==> src/design/cmt_pkg.sv <==
package cmt_pkg;

	// ************************************************************
	// Bus and channel geometry
	// ************************************************************
	localparam int ADDR_W = 12;
	localparam int NCH = 4;
	localparam int NPIN = 8;

	// ************************************************************
	// Register byte offsets
	// ************************************************************
	localparam logic [11:0] OFS_STATUS = 12'h000;
	localparam logic [11:0] OFS_CLEAR = 12'h004;
	localparam logic [11:0] OFS_IEN = 12'h008;
	localparam logic [11:0] OFS_CTRL = 12'h00C;
	localparam logic [11:0] OFS_TC = 12'h010;
	localparam logic [11:0] OFS_PR = 12'h014;
	localparam logic [11:0] OFS_PC = 12'h018;
	localparam logic [11:0] OFS_MCR = 12'h01C;
	localparam logic [11:0] OFS_MR0 = 12'h020;
	localparam logic [11:0] OFS_MR_END = 12'h030;
	localparam logic [11:0] OFS_CCR = 12'h030;
	localparam logic [11:0] OFS_CR0 = 12'h034;
	localparam logic [11:0] OFS_CR_END = 12'h044;
	localparam logic [11:0] OFS_EMR = 12'h044;
	localparam logic [11:0] OFS_CTCR = 12'h048;
	localparam logic [11:0] OFS_ROUTE = 12'h04C;
	localparam logic [11:0] OFS_MOUT_EN = 12'h050;

	// ************************************************************
	// Field positions
	// ************************************************************
	localparam int CTRL_EN = 0;
	localparam int CTRL_RST = 1;
	localparam int MCR_INT = 0;
	localparam int MCR_RST = 1;
	localparam int MCR_STOP = 2;
	localparam int MCR_STRIDE = 3;
	localparam int CCR_RISE = 0;
	localparam int CCR_FALL = 1;
	localparam int CCR_INT = 2;
	localparam int CCR_STRIDE = 3;
	localparam int EMR_ACT_LSB = 4;
	localparam int CTCR_MODE_LSB = 0;
	localparam int CTCR_SEL_LSB = 2;
	localparam int ROUTE_PRI = 0;
	localparam int ROUTE_ALT = 1;
	localparam int ROUTE_AND = 2;
	localparam int ROUTE_STRIDE = 3;
	localparam int ST_CAP_LSB = 4;

	// ************************************************************
	// Encodings
	// ************************************************************
	localparam logic [1:0] MODE_TIMER = 2'h0;
	localparam logic [1:0] MODE_RISE = 2'h1;
	localparam logic [1:0] MODE_FALL = 2'h2;
	localparam logic [1:0] MODE_BOTH = 2'h3;
	localparam logic [1:0] ACT_NONE = 2'h0;
	localparam logic [1:0] ACT_LOW = 2'h1;
	localparam logic [1:0] ACT_HIGH = 2'h2;
	localparam logic [1:0] ACT_TOGGLE = 2'h3;

	// ************************************************************
	// Values after reset
	// ************************************************************
	localparam logic [11:0] ROUTE_RST = 12'h249;
	localparam logic [7:0] MOUT_EN_RST = 8'h0F;
	localparam logic [31:0] WORD_RST = 32'h0;

endpackage

==> src/design/cmt_edge_if.sv <==
`timescale 1ns/1ps
interface cmt_edge_if;
	logic [11:0] route_cfg;
	logic [3:0] level;
	logic [3:0] rise;
	logic [3:0] fall;
	modport src (input route_cfg, output level, output rise, output fall);
	modport sink (output route_cfg, input level, input rise, input fall);
endinterface

==> src/design/cmt_pin_route.sv <==
`timescale 1ns/1ps
module cmt_pin_route (
	input wire logic pclk,
	input wire logic presetn,
	input wire logic [7:0] capture_input_pin,
	cmt_edge_if.src edge_bus
);

	// ************************************************************
	// State
	// ************************************************************
	typedef struct packed {
		logic [3:0] prev;
	} cmt_route_state_t;

	cmt_route_state_t st;
	cmt_route_state_t next_st;
	logic [3:0] comb_level;

	// ************************************************************
	// Pin combining per capture channel
	// ************************************************************
	genvar g;
	generate
		for (g = 0; g < cmt_pkg::NCH; g++)
		begin : gen_ch
			logic en_p;
			logic en_a;
			logic pin_p;
			logic pin_a;
			assign en_p = edge_bus.route_cfg[g * cmt_pkg::ROUTE_STRIDE
				+ cmt_pkg::ROUTE_PRI];
			assign en_a = edge_bus.route_cfg[g * cmt_pkg::ROUTE_STRIDE
				+ cmt_pkg::ROUTE_ALT];
			assign pin_p = capture_input_pin[g];
			assign pin_a = capture_input_pin[g + cmt_pkg::NCH];
			// And mode ignores disabled pins; no pin at all reads low
			assign comb_level[g] = edge_bus.route_cfg[g *
				cmt_pkg::ROUTE_STRIDE + cmt_pkg::ROUTE_AND]
				? ((pin_p | ~en_p) & (pin_a | ~en_a) & (en_p | en_a))
				: ((pin_p & en_p) | (pin_a & en_a));
		end
	endgenerate

	always_comb
	begin
		next_st = st;
		next_st.prev = comb_level;
	end

	always_ff @(posedge pclk or negedge presetn)
	begin
		if (!presetn)
			st <= '0;
		else
			st <= next_st;
	end

	assign edge_bus.level = comb_level;
	assign edge_bus.rise = comb_level & ~st.prev;
	assign edge_bus.fall = ~comb_level & st.prev;

endmodule

==> src/design/cmt_timer.sv <==
`timescale 1ns/1ps
// Operation
// - A 32-bit counter advances once each time a 32-bit prescaler wraps.
// - Software picks peripheral clock cycles or external edges as source.
// - In counter mode exactly one capture channel is the count clock.
// - Channels not used as count clock still capture and raise events.
// - Four capture channels load the count on an input edge, optional irq.
// - Four match registers may interrupt, stop or reset the counter.
// - Four match outputs go low, go high, toggle or hold on a match.
// - Two pins combine into one capture by OR or AND; outputs broadcast.
// - All match and capture flags merge onto one interrupt line.
module cmt_timer (
	input wire logic pclk,
	input wire logic presetn,
	input wire logic psel,
	input wire logic penable,
	input wire logic pwrite,
	input wire logic [11:0] paddr,
	input wire logic [31:0] pwdata,
	output logic [31:0] prdata,
	output logic pready,
	output logic pslverr,
	input wire logic [7:0] capture_input_pin,
	output logic [7:0] match_pin,
	output logic irq
);

	// ************************************************************
	// State
	// ************************************************************
	typedef struct packed {
		logic [1:0] ctrl;
		logic [31:0] tc;
		logic [31:0] pr;
		logic [31:0] pc;
		logic [11:0] mcr;
		logic [3:0][31:0] mr;
		logic [11:0] ccr;
		logic [3:0][31:0] cr;
		logic [11:0] emr;
		logic [3:0] ctcr;
		logic [11:0] route;
		logic [7:0] mout_en;
		logic [7:0] ien;
		logic [7:0] status;
		logic irq;
		logic pready;
		logic [31:0] prdata;
		logic pslverr;
		logic [7:0] match_pin;
	} cmt_state_t;

	cmt_state_t st;
	cmt_state_t next_st;

	cmt_edge_if edge_bus ();

	logic [3:0] match_hit;
	logic [3:0] cap_hit;
	logic [3:0] cap_flag;
	logic [1:0] mode;
	logic [1:0] sel;
	logic counting;
	logic src_tick;

	// ************************************************************
	// Capture pin routing and edge detection
	// ************************************************************
	cmt_pin_route u_route (
		.pclk(pclk),
		.presetn(presetn),
		.capture_input_pin(capture_input_pin),
		.edge_bus(edge_bus)
	);

	assign edge_bus.route_cfg = st.route;

	// ************************************************************
	// Count source
	// ************************************************************
	assign mode = st.ctcr[cmt_pkg::CTCR_MODE_LSB +: 2];
	assign sel = st.ctcr[cmt_pkg::CTCR_SEL_LSB +: 2];
	assign counting = (mode != cmt_pkg::MODE_TIMER);

	// Edges are only seen at the clock; faster sources are the user's duty
	always_comb
	begin
		src_tick = 1'b0;
		case (mode)
			cmt_pkg::MODE_TIMER: src_tick = 1'b1;
			cmt_pkg::MODE_RISE: src_tick = edge_bus.rise[sel];
			cmt_pkg::MODE_FALL: src_tick = edge_bus.fall[sel];
			cmt_pkg::MODE_BOTH:
				src_tick = edge_bus.rise[sel] | edge_bus.fall[sel];
			default: src_tick = 1'b0;
		endcase
	end

	// ************************************************************
	// Per channel match and capture detection
	// ************************************************************
	genvar g;
	generate
		for (g = 0; g < cmt_pkg::NCH; g++)
		begin : gen_ch
			logic edge_sel;
			logic is_clock;
			assign match_hit[g] = (st.tc == st.mr[g]);
			assign edge_sel = (st.ccr[g * cmt_pkg::CCR_STRIDE
				+ cmt_pkg::CCR_RISE] & edge_bus.rise[g])
				| (st.ccr[g * cmt_pkg::CCR_STRIDE + cmt_pkg::CCR_FALL]
				& edge_bus.fall[g]);
			// The count clock channel must not also snapshot itself
			assign is_clock = counting && (sel == g);
			assign cap_hit[g] = edge_sel & ~is_clock;
			assign cap_flag[g] = cap_hit[g] & st.ccr[g *
				cmt_pkg::CCR_STRIDE + cmt_pkg::CCR_INT];
		end
	endgenerate

	// ************************************************************
	// Next state
	// ************************************************************
	always_comb
	begin
		logic run;
		logic step;
		logic tick;
		logic acc;
		logic wr;
		logic hit;
		logic [31:0] rdata;
		logic [7:0] set_bits;
		logic [7:0] clr_bits;
		logic [1:0] act;
		logic [11:0] mofs;
		logic [11:0] cofs;
		next_st = st;
		run = 1'b0;
		step = 1'b0;
		tick = 1'b0;
		acc = psel & penable & ~st.pready;
		wr = psel & penable & st.pready & pwrite;
		hit = 1'b1;
		rdata = '0;
		set_bits = '0;
		clr_bits = '0;
		act = cmt_pkg::ACT_NONE;
		mofs = paddr - cmt_pkg::OFS_MR0;
		cofs = paddr - cmt_pkg::OFS_CR0;

		run = st.ctrl[cmt_pkg::CTRL_EN] & ~st.ctrl[cmt_pkg::CTRL_RST];
		step = run & src_tick;
		tick = step & (st.pc == st.pr);
		if (step)
			next_st.pc = tick ? '0 : st.pc + 32'h1;
		if (tick)
			next_st.tc = st.tc + 32'h1;

		// A match acts only on the counting tick, so a held count
		// cannot fire the same match over and over
		for (int i = 0; i < cmt_pkg::NCH; i++)
		begin
			if (tick && match_hit[i])
			begin
				if (st.mcr[i * cmt_pkg::MCR_STRIDE + cmt_pkg::MCR_RST])
				begin
					next_st.tc = '0;
				end
				if (st.mcr[i * cmt_pkg::MCR_STRIDE + cmt_pkg::MCR_STOP])
				begin
					next_st.ctrl[cmt_pkg::CTRL_EN] = 1'b0;
				end
				set_bits[i] = st.mcr[i * cmt_pkg::MCR_STRIDE
					+ cmt_pkg::MCR_INT];
				act = st.emr[cmt_pkg::EMR_ACT_LSB + 2 * i +: 2];
				case (act)
					cmt_pkg::ACT_LOW: next_st.emr[i] = 1'b0;
					cmt_pkg::ACT_HIGH: next_st.emr[i] = 1'b1;
					cmt_pkg::ACT_TOGGLE: next_st.emr[i] = ~st.emr[i];
					default: next_st.emr[i] = st.emr[i];
				endcase
			end
			if (cap_hit[i])
				next_st.cr[i] = st.tc;
			set_bits[cmt_pkg::ST_CAP_LSB + i] = cap_flag[i];
		end

		// Counter reset holds both counters at zero
		if (st.ctrl[cmt_pkg::CTRL_RST])
		begin
			next_st.tc = '0;
			next_st.pc = '0;
		end

		// ********************************************************
		// Register decode; a software write beats a counter update
		// ********************************************************
		if (paddr == cmt_pkg::OFS_STATUS)
		begin
			rdata = {24'h0, st.status};
		end
		else if (paddr == cmt_pkg::OFS_CLEAR)
		begin
			if (wr)
				clr_bits = pwdata[7:0];
		end
		else if (paddr == cmt_pkg::OFS_IEN)
		begin
			rdata = {24'h0, st.ien};
			if (wr)
				next_st.ien = pwdata[7:0];
		end
		else if (paddr == cmt_pkg::OFS_CTRL)
		begin
			rdata = {30'h0, st.ctrl};
			if (wr)
				next_st.ctrl = pwdata[1:0];
		end
		else if (paddr == cmt_pkg::OFS_TC)
		begin
			rdata = st.tc;
			if (wr)
				next_st.tc = pwdata;
		end
		else if (paddr == cmt_pkg::OFS_PR)
		begin
			rdata = st.pr;
			if (wr)
				next_st.pr = pwdata;
		end
		else if (paddr == cmt_pkg::OFS_PC)
		begin
			rdata = st.pc;
			if (wr)
				next_st.pc = pwdata;
		end
		else if (paddr == cmt_pkg::OFS_MCR)
		begin
			rdata = {20'h0, st.mcr};
			if (wr)
				next_st.mcr = pwdata[11:0];
		end
		else if (paddr >= cmt_pkg::OFS_MR0 && paddr < cmt_pkg::OFS_MR_END
			&& paddr[1:0] == 2'h0)
		begin
			rdata = st.mr[mofs[3:2]];
			if (wr)
				next_st.mr[mofs[3:2]] = pwdata;
		end
		else if (paddr == cmt_pkg::OFS_CCR)
		begin
			rdata = {20'h0, st.ccr};
			if (wr)
				next_st.ccr = pwdata[11:0];
		end
		else if (paddr >= cmt_pkg::OFS_CR0 && paddr < cmt_pkg::OFS_CR_END
			&& paddr[1:0] == 2'h0)
		begin
			rdata = st.cr[cofs[3:2]];
		end
		else if (paddr == cmt_pkg::OFS_EMR)
		begin
			rdata = {20'h0, st.emr};
			if (wr)
				next_st.emr = pwdata[11:0];
		end
		else if (paddr == cmt_pkg::OFS_CTCR)
		begin
			rdata = {28'h0, st.ctcr};
			// A two bit selector names one channel only
			if (wr)
				next_st.ctcr = pwdata[3:0];
		end
		else if (paddr == cmt_pkg::OFS_ROUTE)
		begin
			rdata = {20'h0, st.route};
			if (wr)
				next_st.route = pwdata[11:0];
		end
		else if (paddr == cmt_pkg::OFS_MOUT_EN)
		begin
			rdata = {24'h0, st.mout_en};
			if (wr)
				next_st.mout_en = pwdata[7:0];
		end
		else
		begin
			hit = 1'b0;
		end

		// ********************************************************
		// Flags, interrupt and pins
		// ********************************************************
		// A new event wins over a clear in the same cycle
		next_st.status = (st.status & ~clr_bits) | set_bits;
		next_st.irq = |(next_st.status & next_st.ien);
		for (int j = 0; j < cmt_pkg::NPIN; j++)
		begin
			next_st.match_pin[j] = next_st.mout_en[j]
				& next_st.emr[j % cmt_pkg::NCH];
		end

		// Answer one cycle into the access phase
		next_st.pready = acc;
		if (acc)
		begin
			// Read data holds until the next read answer
			if (!pwrite)
				next_st.prdata = rdata;
			next_st.pslverr = ~hit;
		end
		else if (st.pready)
		begin
			next_st.pslverr = 1'b0;
		end
	end

	// ************************************************************
	// Registers
	// ************************************************************
	always_ff @(posedge pclk or negedge presetn)
	begin
		if (!presetn)
		begin
			st <= '0;
			st.route <= cmt_pkg::ROUTE_RST;
			st.mout_en <= cmt_pkg::MOUT_EN_RST;
		end
		else
		begin
			st <= next_st;
		end
	end

	assign prdata = st.prdata;
	assign pready = st.pready;
	assign pslverr = st.pslverr;
	assign match_pin = st.match_pin;
	assign irq = st.irq;

endmodule

==> config.mk <==
export PLATFORM = sky130hd
export DESIGN_NAME = cmt_timer
export DESIGN_NICKNAME = d
export VERILOG_FILES = /design/src/design/cmt_pkg.sv /design/src/design/cmt_edge_if.sv /design/src/design/cmt_pin_route.sv /design/src/design/cmt_timer.sv
export SDC_FILE = /design/constraint.sdc
export NUM_CORES = 1
export LEC_CHECK = 0
export BUFFER_PORTS_ARGS = -buffer_cell sky130_fd_sc_hd__buf_2
export CORE_AREA = 2 2 311 343
export DETAILED_ROUTE_END_ITERATION = 6
export DIE_AREA = 0 0 313 345
export PLACE_DENSITY_LB_ADDON = 0.08
export REMOVE_ABC_BUFFERS = 1
export SYNTH_ARGS = -nofsm -noshare
export SYNTH_HDL_FRONTEND = slang
export SYNTH_SLANG_ARGS = --single-unit
export TNS_END_PERCENT = 50
==> constraint.sdc <==
create_clock -name pclk -period 4.3 [get_ports pclk]
set_input_delay 0 -clock pclk [delete_from_list [all_inputs] [get_ports pclk]]
set_output_delay 0 -clock pclk [all_outputs]
set_load 0.005 [all_outputs]
==> results.sh, run 1 <==
export IMPL_grt_overflow=0
export IMPL_worst_hold_slack_ns=-0.0518
export IMPL_fin_area_um2=30500
export IMPL_finalMaxSlewViolations=0
export IMPL_cpMaxStageDelayCell="nor4_1"
export IMPL_synth_top_flop_cell="dfrtp_1"
export IMPL_route_detailed_wl_per_inst_um=30.4
export IMPL_synth_cells=2362
export IMPL_ff2ff_setup_slack_ns=0.17
export IMPL_synth_top_cell_area_share_pct=45.2
export IMPL_avgSynthCellArea_um2=11.0
export IMPL_crit_required_ns=4.82
export IMPL_violations="negative hold slack"
export IMPL_p_leak_nw=13.6
export IMPL_hold_viol=11
export IMPL_cts_made_buffers=60
export IMPL_grt_usage_pct=21.6
export IMPL_cts_tree="yes"
export IMPL_port_buffer_count=99
export IMPL_synth_warnings=0
export IMPL_tns_ns=0
export IMPL_cts_clk_slew_worst_paths_ns=0.06
export IMPL_period_minus_slack_ns=4.13
export IMPL_post_cts_buffers=0
export IMPL_drc_errors=0
export IMPL_synth_edf_count=0
export IMPL_grt_pass1_wl_mm=168
export IMPL_dpl_hpwl_mm=84.0
export IMPL_synthArstFlopShare_pct=100
export IMPL_crit_chain="xor2_1 > nor4_1 > and4_1 > nand2_1 > a2111oi_0 > buf_4 > a221o_1 > mux2i_1"
export IMPL_ios=100
export IMPL_postCtsHoldBufs=45
export IMPL_first_global_vias=21100
export IMPL_cts_root_buf="clkbuf_16"
export IMPL_place_congestion=0.889
export IMPL_powerDensity_nw_per_um2=348
export IMPL_first_iter_violations=1472
export IMPL_worstMarginPinSlew_ns=1.41
export IMPL_antenna_found_initial=5
export IMPL_yosysSeqAreaShare_pct=46.1
export IMPL_synth_area_leader_cell="dfrtp_1"
export IMPL_r2r_start="st[379]"
export IMPL_cts_max_path_buffers=3
export IMPL_final_layout_size_suffix_gt1_share_pct=28.4
export IMPL_die_x_um=313
export IMPL_grt_max_degree=105
export IMPL_post_cts_resized=0
export IMPL_reg2regPathDepth=8
export IMPL_wl_mm=118
export IMPL_std_cell_rows=125
export IMPL_max_cap_violations=0
export IMPL_holdCritPathClass="primary input to async pin"
export IMPL_ant_nets=0
export IMPL_rsz0062_at_grt="no"
export IMPL_cp_max_fo=15
export IMPL_crit_type="flop to flop"
export IMPL_cp_end_kind="flop"
export IMPL_setup_viol=0
export IMPL_status="finished with violations"
export IMPL_clock_skew_ns=0.0297
export IMPL_initial_core_util_pct=24.7
export IMPL_cpPeakStageDelay_ns=1.05
export IMPL_syn_cell_area_um2=25900
export IMPL_yosysUniqueCellTypes=81
export IMPL_ys_ff_latch=477
export IMPL_max_slew_margin_rel_pct=5.19
export IMPL_viasPerCell=5.24
export IMPL_die_h_um=345
export IMPL_max_freq_mhz=242
export IMPL_finalCritPeriodShare_pct=96.2
export IMPL_nets=2493
export IMPL_worst_ep_arrival_time_ns=4.65
export IMPL_r2r_end="st[471]"
export IMPL_dieArea_um2=108000
export IMPL_vias=20300
export IMPL_syn_to_final_growth_pct=17.5
export IMPL_insertion_delay_ns=0.67
export IMPL_cts_max_level=2
export IMPL_synth_area_leaders="dfrtp_1, mux2_2, mux4_2"
export IMPL_peakVddDrop_mv=0.302
export IMPL_core_um2=105000
export IMPL_place_area_um2=28000
export IMPL_num_antenna_cells=0
export IMPL_cts_sinks=477
export IMPL_cp_start_kind="flop"
export IMPL_dr_pass1_iters=7
export IMPL_fill_cells=10800
[cells in the mapped netlist (31+ instances only)]
| cell type | count |
|---|---|
| o21ai_0 | 91 |
| xnor2_1 | 151 |
| o22ai_1 | 31 |
| clkbuf_1 | 145 |
| nand4_1 | 77 |
| nand2_1 | 266 |
| nor2_1 | 89 |
| a2111oi_0 | 33 |
| nand3_1 | 58 |
| a21oi_1 | 37 |
| mux4_2 | 64 |
| buf_4 | 42 |
| o21ai_1 | 31 |
| xor2_1 | 70 |
| dfrtp_1 | 469 |
| mux2_2 | 312 |
[report_power, final]
group | switching (W) | internal, W
sequential | 0.0000808 | 0.00453
clock | 0.00214 | 0.00318
combinational | 0.000487 | 0.000201
[worst max-delay path: cells and delay by family (launching register included)]
family	cells	cell delay, ns
AO/OA/AOI/OAI	2	0.90
XOR/XNOR	1	0.26
buffers and inverters	1	0.24
flip-flops	1	0.51
multiplexers	1	0.06
AND/OR/NAND/NOR	3	2.02
[cell usage in the layout, fill, tap and decap left out, types with 7 or more instances in the layout]
cell           instances
dfrtp_1              469
mux2_2               312
nand2_1              260
xnor2_1              151
buf_2                 97
o21ai_0               91
nor2_1                86
buf_4                 83
nand4_1               77
xor2_1                70
mux4_2                64
clkbuf_16             60
nand3_1               57
dlygate4sd3_1         45
a21oi_1               37
a2111oi_0             33
o21ai_1               31
o22ai_1               31
inv_1                 26
nor4_1                26
a22o_1                21
nor3_1                20
a211oi_1              19
and3_1                18
clkbuf_1              18
clkbuf_8              15
a221oi_1              13
a221o_1               13
nor3b_1               12
nand2b_1              10
o211ai_1              10
o2111ai_1             10
or3_1                  9
clkinv_2               9
dfstp_2                8
buf_12                 8
a22oi_1                7
and2_1                 7
and4_1                 7
mux2i_1                7
[worst max-delay path by stage]
stage | cells after the start | slack [ns] | end | startpoint
floorplan | 7 | 0.22 | st[439] | edge_bus.route_cfg[3]
global placement | 8 | 0.25 | st[471] | st[379]
detailed placement | 8 | 0.31 | st[471] | st[379]
CTS | 8 | 0.28 | st[471] | st[402]
global route | 8 | 0.04 | st[471] | st[402]
finish | 8 | 0.17 | st[471] | st[379]
[area by class of cell]
class	instances	area (µm²)	share of cell area, %
Multi-Input combinational cell	1631	12900	42.4
Sequential cell	477	11900	39.2
Clock buffer	93	1780	5.82
Tap cell	1397	1750	5.73
Timing Repair Buffer	234	1730	5.69
Clock inverter	18	258	0.845
Inverter	26	97.6	0.320
[cell families (layout without fill, tap and decap cells)]
| group | after synthesis | after routing | share of synthesized area [%] |
|---|---|---|---|
| AO/OA/AOI/OAI | 375 | 375 | 10.0 |
| flip-flops | 477 | 477 | 46.1 |
| XOR/XNOR | 221 | 221 | 7.46 |
| AND/OR/NAND/NOR | 646 | 646 | 12.4 |
| multiplexers | 383 | 383 | 19.4 |
| adder cells (fa/ha/maj) | 6 | 6 | 0.289 |
| buffers and inverters | 254 | 371 | 4.39 |
[per-stage QoR]
stage          setup slack (ns)  utilization, %  cells  total power, W
6_report                  0.165            29.1   3876          0.0106
3_5_place_dp              0.308            26.7   3720         0.00536
3_3_place_gp              0.247            26.7   3720         0.00536
5_1_grt                  0.0421            29.1   3876          0.0110
4_1_cts                   0.278            29.1   3876          0.0108
2_1_floorplan             0.215               -   2134         0.00488
[routing by layer]
layer / vias up / track usage [%] / wire, µm
li1: 8740 / - / -
met1: 10800 / 28.3 / 51200
met2: 637 / 36.5 / 57400
met3: 169 / 2.76 / 5220
met4: 4 / 7.31 / 4010
met5: - / 0 / 29
No activity file was read; power rests on OpenSTA's default activity.
==> run 2, diff against run 1 <==
--- a/config.mk
+++ b/config.mk
@@ -5,10 +5,12 @@
 export SDC_FILE = /design/constraint.sdc
 export NUM_CORES = 1
 export LEC_CHECK = 0
+export ABC_AREA = 1
 export BUFFER_PORTS_ARGS = -buffer_cell sky130_fd_sc_hd__buf_2
-export CORE_AREA = 2 2 311 343
+export CAP_MARGIN = 20
+export CORE_AREA = 2 2 319 352
 export DETAILED_ROUTE_END_ITERATION = 6
-export DIE_AREA = 0 0 313 345
+export DIE_AREA = 0 0 321 354
 export PLACE_DENSITY_LB_ADDON = 0.08
 export REMOVE_ABC_BUFFERS = 1
 export SYNTH_ARGS = -nofsm -noshare
==> results.sh, run 2 <==
export IMPL_synth_top_cell_area_share_pct=43.0
export IMPL_max_freq_mhz=248
export IMPL_crit_chain="inv_1 > nand2_1 > nand4_1 > nor2_1 > nand4_1 > nor3_1 > nand4_2 > nor2_2 > nor2_2 > nand2_8 > o21ai_2"
export IMPL_holdPathStages=8
export IMPL_insertion_delay_ns=0.69
export IMPL_finalCritPeriodShare_pct=93.7
export IMPL_r2r_start="st[441]"
export IMPL_syn_cell_area_um2=27300
export IMPL_cts_clk_slew_worst_paths_ns=0.06
export IMPL_yosysUniqueCellTypes=63
export IMPL_die_x_um=321
export IMPL_status="complete, no violations"
export IMPL_num_antenna_cells=0
export IMPL_ios=100
export IMPL_cts_made_buffers=60
export IMPL_route_detailed_wl_per_inst_um=24.6
export IMPL_ant_nets=0
export IMPL_setup_viol=0
export IMPL_hp_start="paddr[1]"
export IMPL_grt_overflow=0
export IMPL_place_area_um2=28900
export IMPL_post_cts_resized=0
export IMPL_port_buffer_count=99
export IMPL_initial_core_util_pct=24.8
export IMPL_synth_edf_count=0
export IMPL_max_cap_violations=0
export IMPL_dpl_worst_slack_ns=0.263
export IMPL_post_cts_buffers=0
export IMPL_grt_pass1_wl_mm=184
export IMPL_finalMaxSlewViolations=0
export IMPL_fin_cells=5135
export IMPL_peakVddDrop_mv=0.308
export IMPL_wl_mm=127
export IMPL_cts_tree="yes"
export IMPL_antenna_found_initial=5
export IMPL_fin_ws_ns=0.272
export IMPL_cp_max_fo=27
export IMPL_dr_pass1_iters=5
export IMPL_synth_warnings=0
export IMPL_nets=3721
export IMPL_final_layout_size_suffix_gt1_share_pct=11.3
export IMPL_drt_met1_wl_mm=58.5
export IMPL_dp_cells=4972
export IMPL_crit_type="flop to flop"
export IMPL_worstMarginPinSlew_ns=1.18
export IMPL_cts_max_level=2
export IMPL_synth_area_leader_cell="dfrtp_1"
export IMPL_yosysSeqAreaShare_pct=43.8
export IMPL_routed_top_layer="met5"
export IMPL_startpoint="st[441]"
export IMPL_synth_area_leaders="dfrtp_1, nand2_1, o21ai_0"
export IMPL_cp_start_kind="flop"
export IMPL_core_um2=110000
export IMPL_cts_root_buf="clkbuf_16"
export IMPL_max_slew_margin_rel_pct=21.1
export IMPL_clock_skew_ns=0.0404
export IMPL_final_cell_mix="nand2_1, o21ai_0, dfrtp_1"
export IMPL_cts_sinks=477
export IMPL_worst_hold_slack_ns=0.0535
export IMPL_synth_top_flop_cell="dfrtp_1"
export IMPL_std_cell_rows=128
export IMPL_cp_end_kind="flop"
export IMPL_vias=25200
export IMPL_syn_to_final_growth_pct=15.9
export IMPL_rsz0062_at_grt="no"
export IMPL_ys_ff_latch=477
export IMPL_cpMaxStageDelayCell="nor3_1"
export IMPL_avgSynthCellArea_um2=7.53
export IMPL_cts_max_path_buffers=3
export IMPL_tns_ns=0
export IMPL_crit_required_ns=4.84
export IMPL_dieArea_um2=114000
export IMPL_grt_usage_pct=22.1
export IMPL_first_iter_violations=1877
export IMPL_p_leak_nw=13.9
export IMPL_reg2regPathDepth=11
export IMPL_die_h_um=354
export IMPL_wl_met2_mm=60.5
export IMPL_synth_most_common_cell="nand2_1"
export IMPL_cpPeakStageDelay_ns=0.82
export IMPL_worst_ep_arrival_time_ns=4.57
export IMPL_dpl_hpwl_mm=89.5
export IMPL_first_global_vias=25100
export IMPL_mostFrequentLayoutCell="nand2_1"
export IMPL_synthArstFlopShare_pct=100
export IMPL_wl_met3_mm=4.67
export IMPL_drc_errors=0
export IMPL_synth_cells=3627
export IMPL_synth_common_cells="nand2_1, o21ai_0, dfrtp_1"
export IMPL_hold_viol=0
export IMPL_powerDensity_nw_per_um2=416
export IMPL_grt_max_degree=134
export IMPL_viasPerCell=4.91
export IMPL_period_minus_slack_ns=4.03
export IMPL_holdCritPathClass="primary input to flop"
export IMPL_place_congestion=0.888
export IMPL_fin_area_um2=31600
-- run 2: cell count changes after synthesis, sizes merged, moves of 64 or more --
cell   previous run  this run
mux2            312         3
xnor2           151        27
a21oi            37       128
nand2           266       967
inv              26       335
nor2             89       295
o21ai           123       648
mux4             64         0
-- run 2: power by group --
group | switching, W | internal, W
clock network | 0.00223 | 0.00339
registers | 0.000414 | 0.00462
logic | 0.00179 | 0.000727
-- run 2: final timing paths --
| path | end | slack, ns |
|---|---|---|
| hold reg to reg | st[194] | 0.48 |
| max in group asynchronous | u_route.st[1] | 3.08 |
| setup reg to reg | st[462] | 0.27 |
| setup / recovery | st[462] | 0.27 |
| min in group asynchronous | st[222] | 0.30 |
| hold / removal | prdata[5] | 0.05 |
-- run 2: timing repair --
action	CTS	global route
endpoints found under the setup margin	0	0
hold endpoints to repair	435	0
hold buffers	54	0
-- run 2: through the flow --
step	util (%)	power, W
after CTS	28.7	0.0133
after global routing	28.7	0.0137
after detailed placement	26.3	0.00759
after floorplan	-	0.00629
after global placement	26.3	0.00762
final	28.7	0.0132
-- run 2: area by class of cell --
class                           instances  area [µm²]
Fill cell                           12200       78500
Multi-Input combinational cell       2563       12900
Sequential cell                       477       11900
Tap cell                             1430        1790
Clock buffer                           89        1780
Timing Repair Buffer                  216        1630
Inverter                              340        1280
Clock inverter                         20         349
-- run 2: logic make-up (layout without fill, tap and decap cells) --
kind of cell / count (synthesis) / count (layout) / share of synthesized area (%)
compound gates: 910 / 910 / 18.5
xor+xnor: 135 / 135 / 4.33
fa+ha+maj: 6 / 6 / 0.275
buf+inv: 587 / 665 / 9.27
flops: 477 / 477 / 43.8
mux: 3 / 3 / 0.124
simple gates: 1509 / 1509 / 23.7
-- run 2: critical path, delay by kind of cell, from the launching register on --
kind | cells | cell delay (ns)
AO/OA/AOI/OAI | 1 | 0.08
flip-flops | 1 | 0.71
AND/OR/NAND/NOR | 9 | 2.60
buffers and inverters | 1 | 0.40
-- run 2: layer usage --
| metal | GRT usage [%] | vias up |
|---|---|---|
| met5 | 0 | - |
| met4 | 5.26 | 2 |
| met3 | 2.51 | 140 |
| met2 | 37.2 | 556 |
| met1 | 30.2 | 12600 |
| li1 | - | 11900 |
==> run 3, diff against run 2 <==
--- a/config.mk
+++ b/config.mk
@@ -8,9 +8,12 @@
 export ABC_AREA = 1
 export BUFFER_PORTS_ARGS = -buffer_cell sky130_fd_sc_hd__buf_2
 export CAP_MARGIN = 20
+export CELL_PAD_IN_SITES_DETAIL_PLACEMENT = 0
+export CELL_PAD_IN_SITES_GLOBAL_PLACEMENT = 2
 export CORE_AREA = 2 2 319 352
 export DETAILED_ROUTE_END_ITERATION = 6
 export DIE_AREA = 0 0 321 354
+export GPL_TIMING_DRIVEN = 0
 export PLACE_DENSITY_LB_ADDON = 0.08
 export REMOVE_ABC_BUFFERS = 1
 export SYNTH_ARGS = -nofsm -noshare
==> results.sh, run 3 (synthesis gave the netlist of run 2 again) <==
export IMPL_vias=25100
export IMPL_status="complete, no violations"
export IMPL_worst_ep_arrival_time_ns=4.62
export IMPL_worst_hold_slack_ns=0.00465
export IMPL_syn_to_final_growth_pct=16.1
export IMPL_die_x_um=321
export IMPL_port_buffer_count=99
export IMPL_dpl_worst_slack_ns=-1.01
export IMPL_grt_pass1_wl_mm=184
export IMPL_first_iter_violations=1818
export IMPL_max_freq_mhz=241
export IMPL_clock_skew_ns=0.0221
export IMPL_regArea_um2=11900
export IMPL_cp_end_kind="flop"
export IMPL_antenna_found_initial=2
export IMPL_first_global_vias=25000
export IMPL_cp_max_fo=70
export IMPL_crit_type="primary input to flop"
export IMPL_ios=100
export IMPL_mostFrequentLayoutCell="nand2_1"
export IMPL_dpl_hpwl_mm=91.9
export IMPL_dieArea_um2=114000
export IMPL_hold_viol=0
export IMPL_drc_errors=0
export IMPL_core_um2=110000
export IMPL_powerDensity_nw_per_um2=416
export IMPL_rsz0062_at_grt="no"
export IMPL_fill_cells=12200
export IMPL_cts_made_buffers=66
export IMPL_cts_max_path_buffers=3
export IMPL_dr_pass1_iters=5
export IMPL_die_h_um=354
export IMPL_cts_clk_slew_worst_paths_ns=0.06
export IMPL_finalMaxSlewViolations=0
export IMPL_insertion_delay_ns=0.64
export IMPL_worstMarginPinSlew_ns=1.10
export IMPL_cts_sinks=477
export IMPL_fin_ws_ns=0.158
export IMPL_max_cap_violations=0
export IMPL_multi_input_area_um2=12900
export IMPL_crit_required_ns=4.77
export IMPL_num_antenna_cells=0
export IMPL_final_layout_size_suffix_gt1_share_pct=10.5
export IMPL_place_congestion=0.880
export IMPL_max_slew_margin_rel_pct=26.4
export IMPL_peakVddDrop_mv=0.273
export IMPL_route_detailed_wl_per_inst_um=25.2
export IMPL_period_minus_slack_ns=4.14
export IMPL_p_leak_nw=14.0
export IMPL_std_cell_rows=128
export IMPL_cts_root_buf="clkbuf_16"
export IMPL_finalCritPeriodShare_pct=96.3
export IMPL_cts_max_level=3
export IMPL_holdCritPathClass="primary input to async pin"
export IMPL_cp_start_kind="primary input"
export IMPL_nets=3685
export IMPL_grt_overflow=0
export IMPL_ant_nets=0
export IMPL_final_cell_mix="nand2_1, o21ai_0, dfrtp_1"
export IMPL_initial_core_util_pct=24.8
export IMPL_viasPerCell=4.93
export IMPL_cts_tree="yes"
export IMPL_grt_max_degree=107
export IMPL_wl_mm=129
export IMPL_setup_viol=0
export IMPL_grt_usage_pct=22.4
==> run 3: changes by cell type in the layout (fill, tap and decap cells not counted), moves of 5 or more <==
| cell | delta |
|---|---|
| clkinv_2 | +7 |
| clkbuf_16 | +7 |
| nand2_4 | +5 |
| buf_16 | +11 |
| nand2_2 | -5 |
| buf_4 | -57 |
==> run 3: critical path: stages <==
cell and delay (ns):
buf_6 0.23, buf_16 0.28, inv_6 0.40, ha_1 0.32
nand2_2 0.16, nor3_4 0.74, inv_2 0.64, nor2_1 0.27
nand3_2 0.71, inv_2 0.47, o22ai_1 0.14
==> run 3: final timing paths <==
kind	startpoint	end	slack, ns	cells past startpoint
setup / recovery	paddr[2]	st[378]	0.16	11
min in group pclk	psel	st[57]	0.07	5
hold / removal	presetn	st[129]	0.005	2
max in group asynchronous	presetn	async pin	2.25	5
hold reg to reg	st[203]	st[203]	0.48	2
setup reg to reg	st[439]	st[441]	0.28	11
==> run 3: what timing repair did <==
action                                  CTS  global route
resized for setup                         3             0
buffers inserted                          0             0
endpoints found under the setup margin   76            27
hold endpoints to repair                295             0
hold buffers                             52             0
pin swaps                                 0             1
cloned                                    0             1
==> run 3: routing by layer <==
layer	share of wire, %	routed length, µm	vias up	global-route usage (%)
met5	0	0	-	0
met4	3.6	4640	0	8.43
met3	3.9	4980	158	2.93
met2	49	62500	607	38.3
met1	44	56400	12500	28.7
li1	-	-	11900	-
==> run 3: layout make-up <==
| class | instances | area share (%) |
|---|---|---|
| Clock inverter | 21 | 0.829 |
| Multi-Input combinational cell | 2564 | 40.8 |
| Clock buffer | 94 | 6.06 |
| Timing Repair Buffer | 173 | 4.93 |
| Sequential cell | 477 | 37.7 |
| Tap cell | 1430 | 5.64 |
| Inverter | 340 | 4.05 |
==> run 3: report_power, final <==
group	switching [W]	total (W)	internal (W)
Sequential	0.000470	0.00509	0.00462
Combinational	0.00173	0.00241	0.000686
Clock	0.00223	0.00569	0.00346
Total	0.00443	0.0132	0.00876
==> run 3: stage by stage <==
stage          instances  TNS [ns]  cell area (µm²)  util (%)  total power, W
3_3_place_gp        4909  -5017.78            28300      25.7         0.00752
2_1_floorplan       3380         0            26000         -         0.00629
4_1_cts             5097         0            31700      28.7          0.0134
5_1_grt             5099         0            31700      28.8          0.0138
6_report            5099         0            31700      28.8          0.0132
3_5_place_dp        4930    -90.61            29000      26.3         0.00756
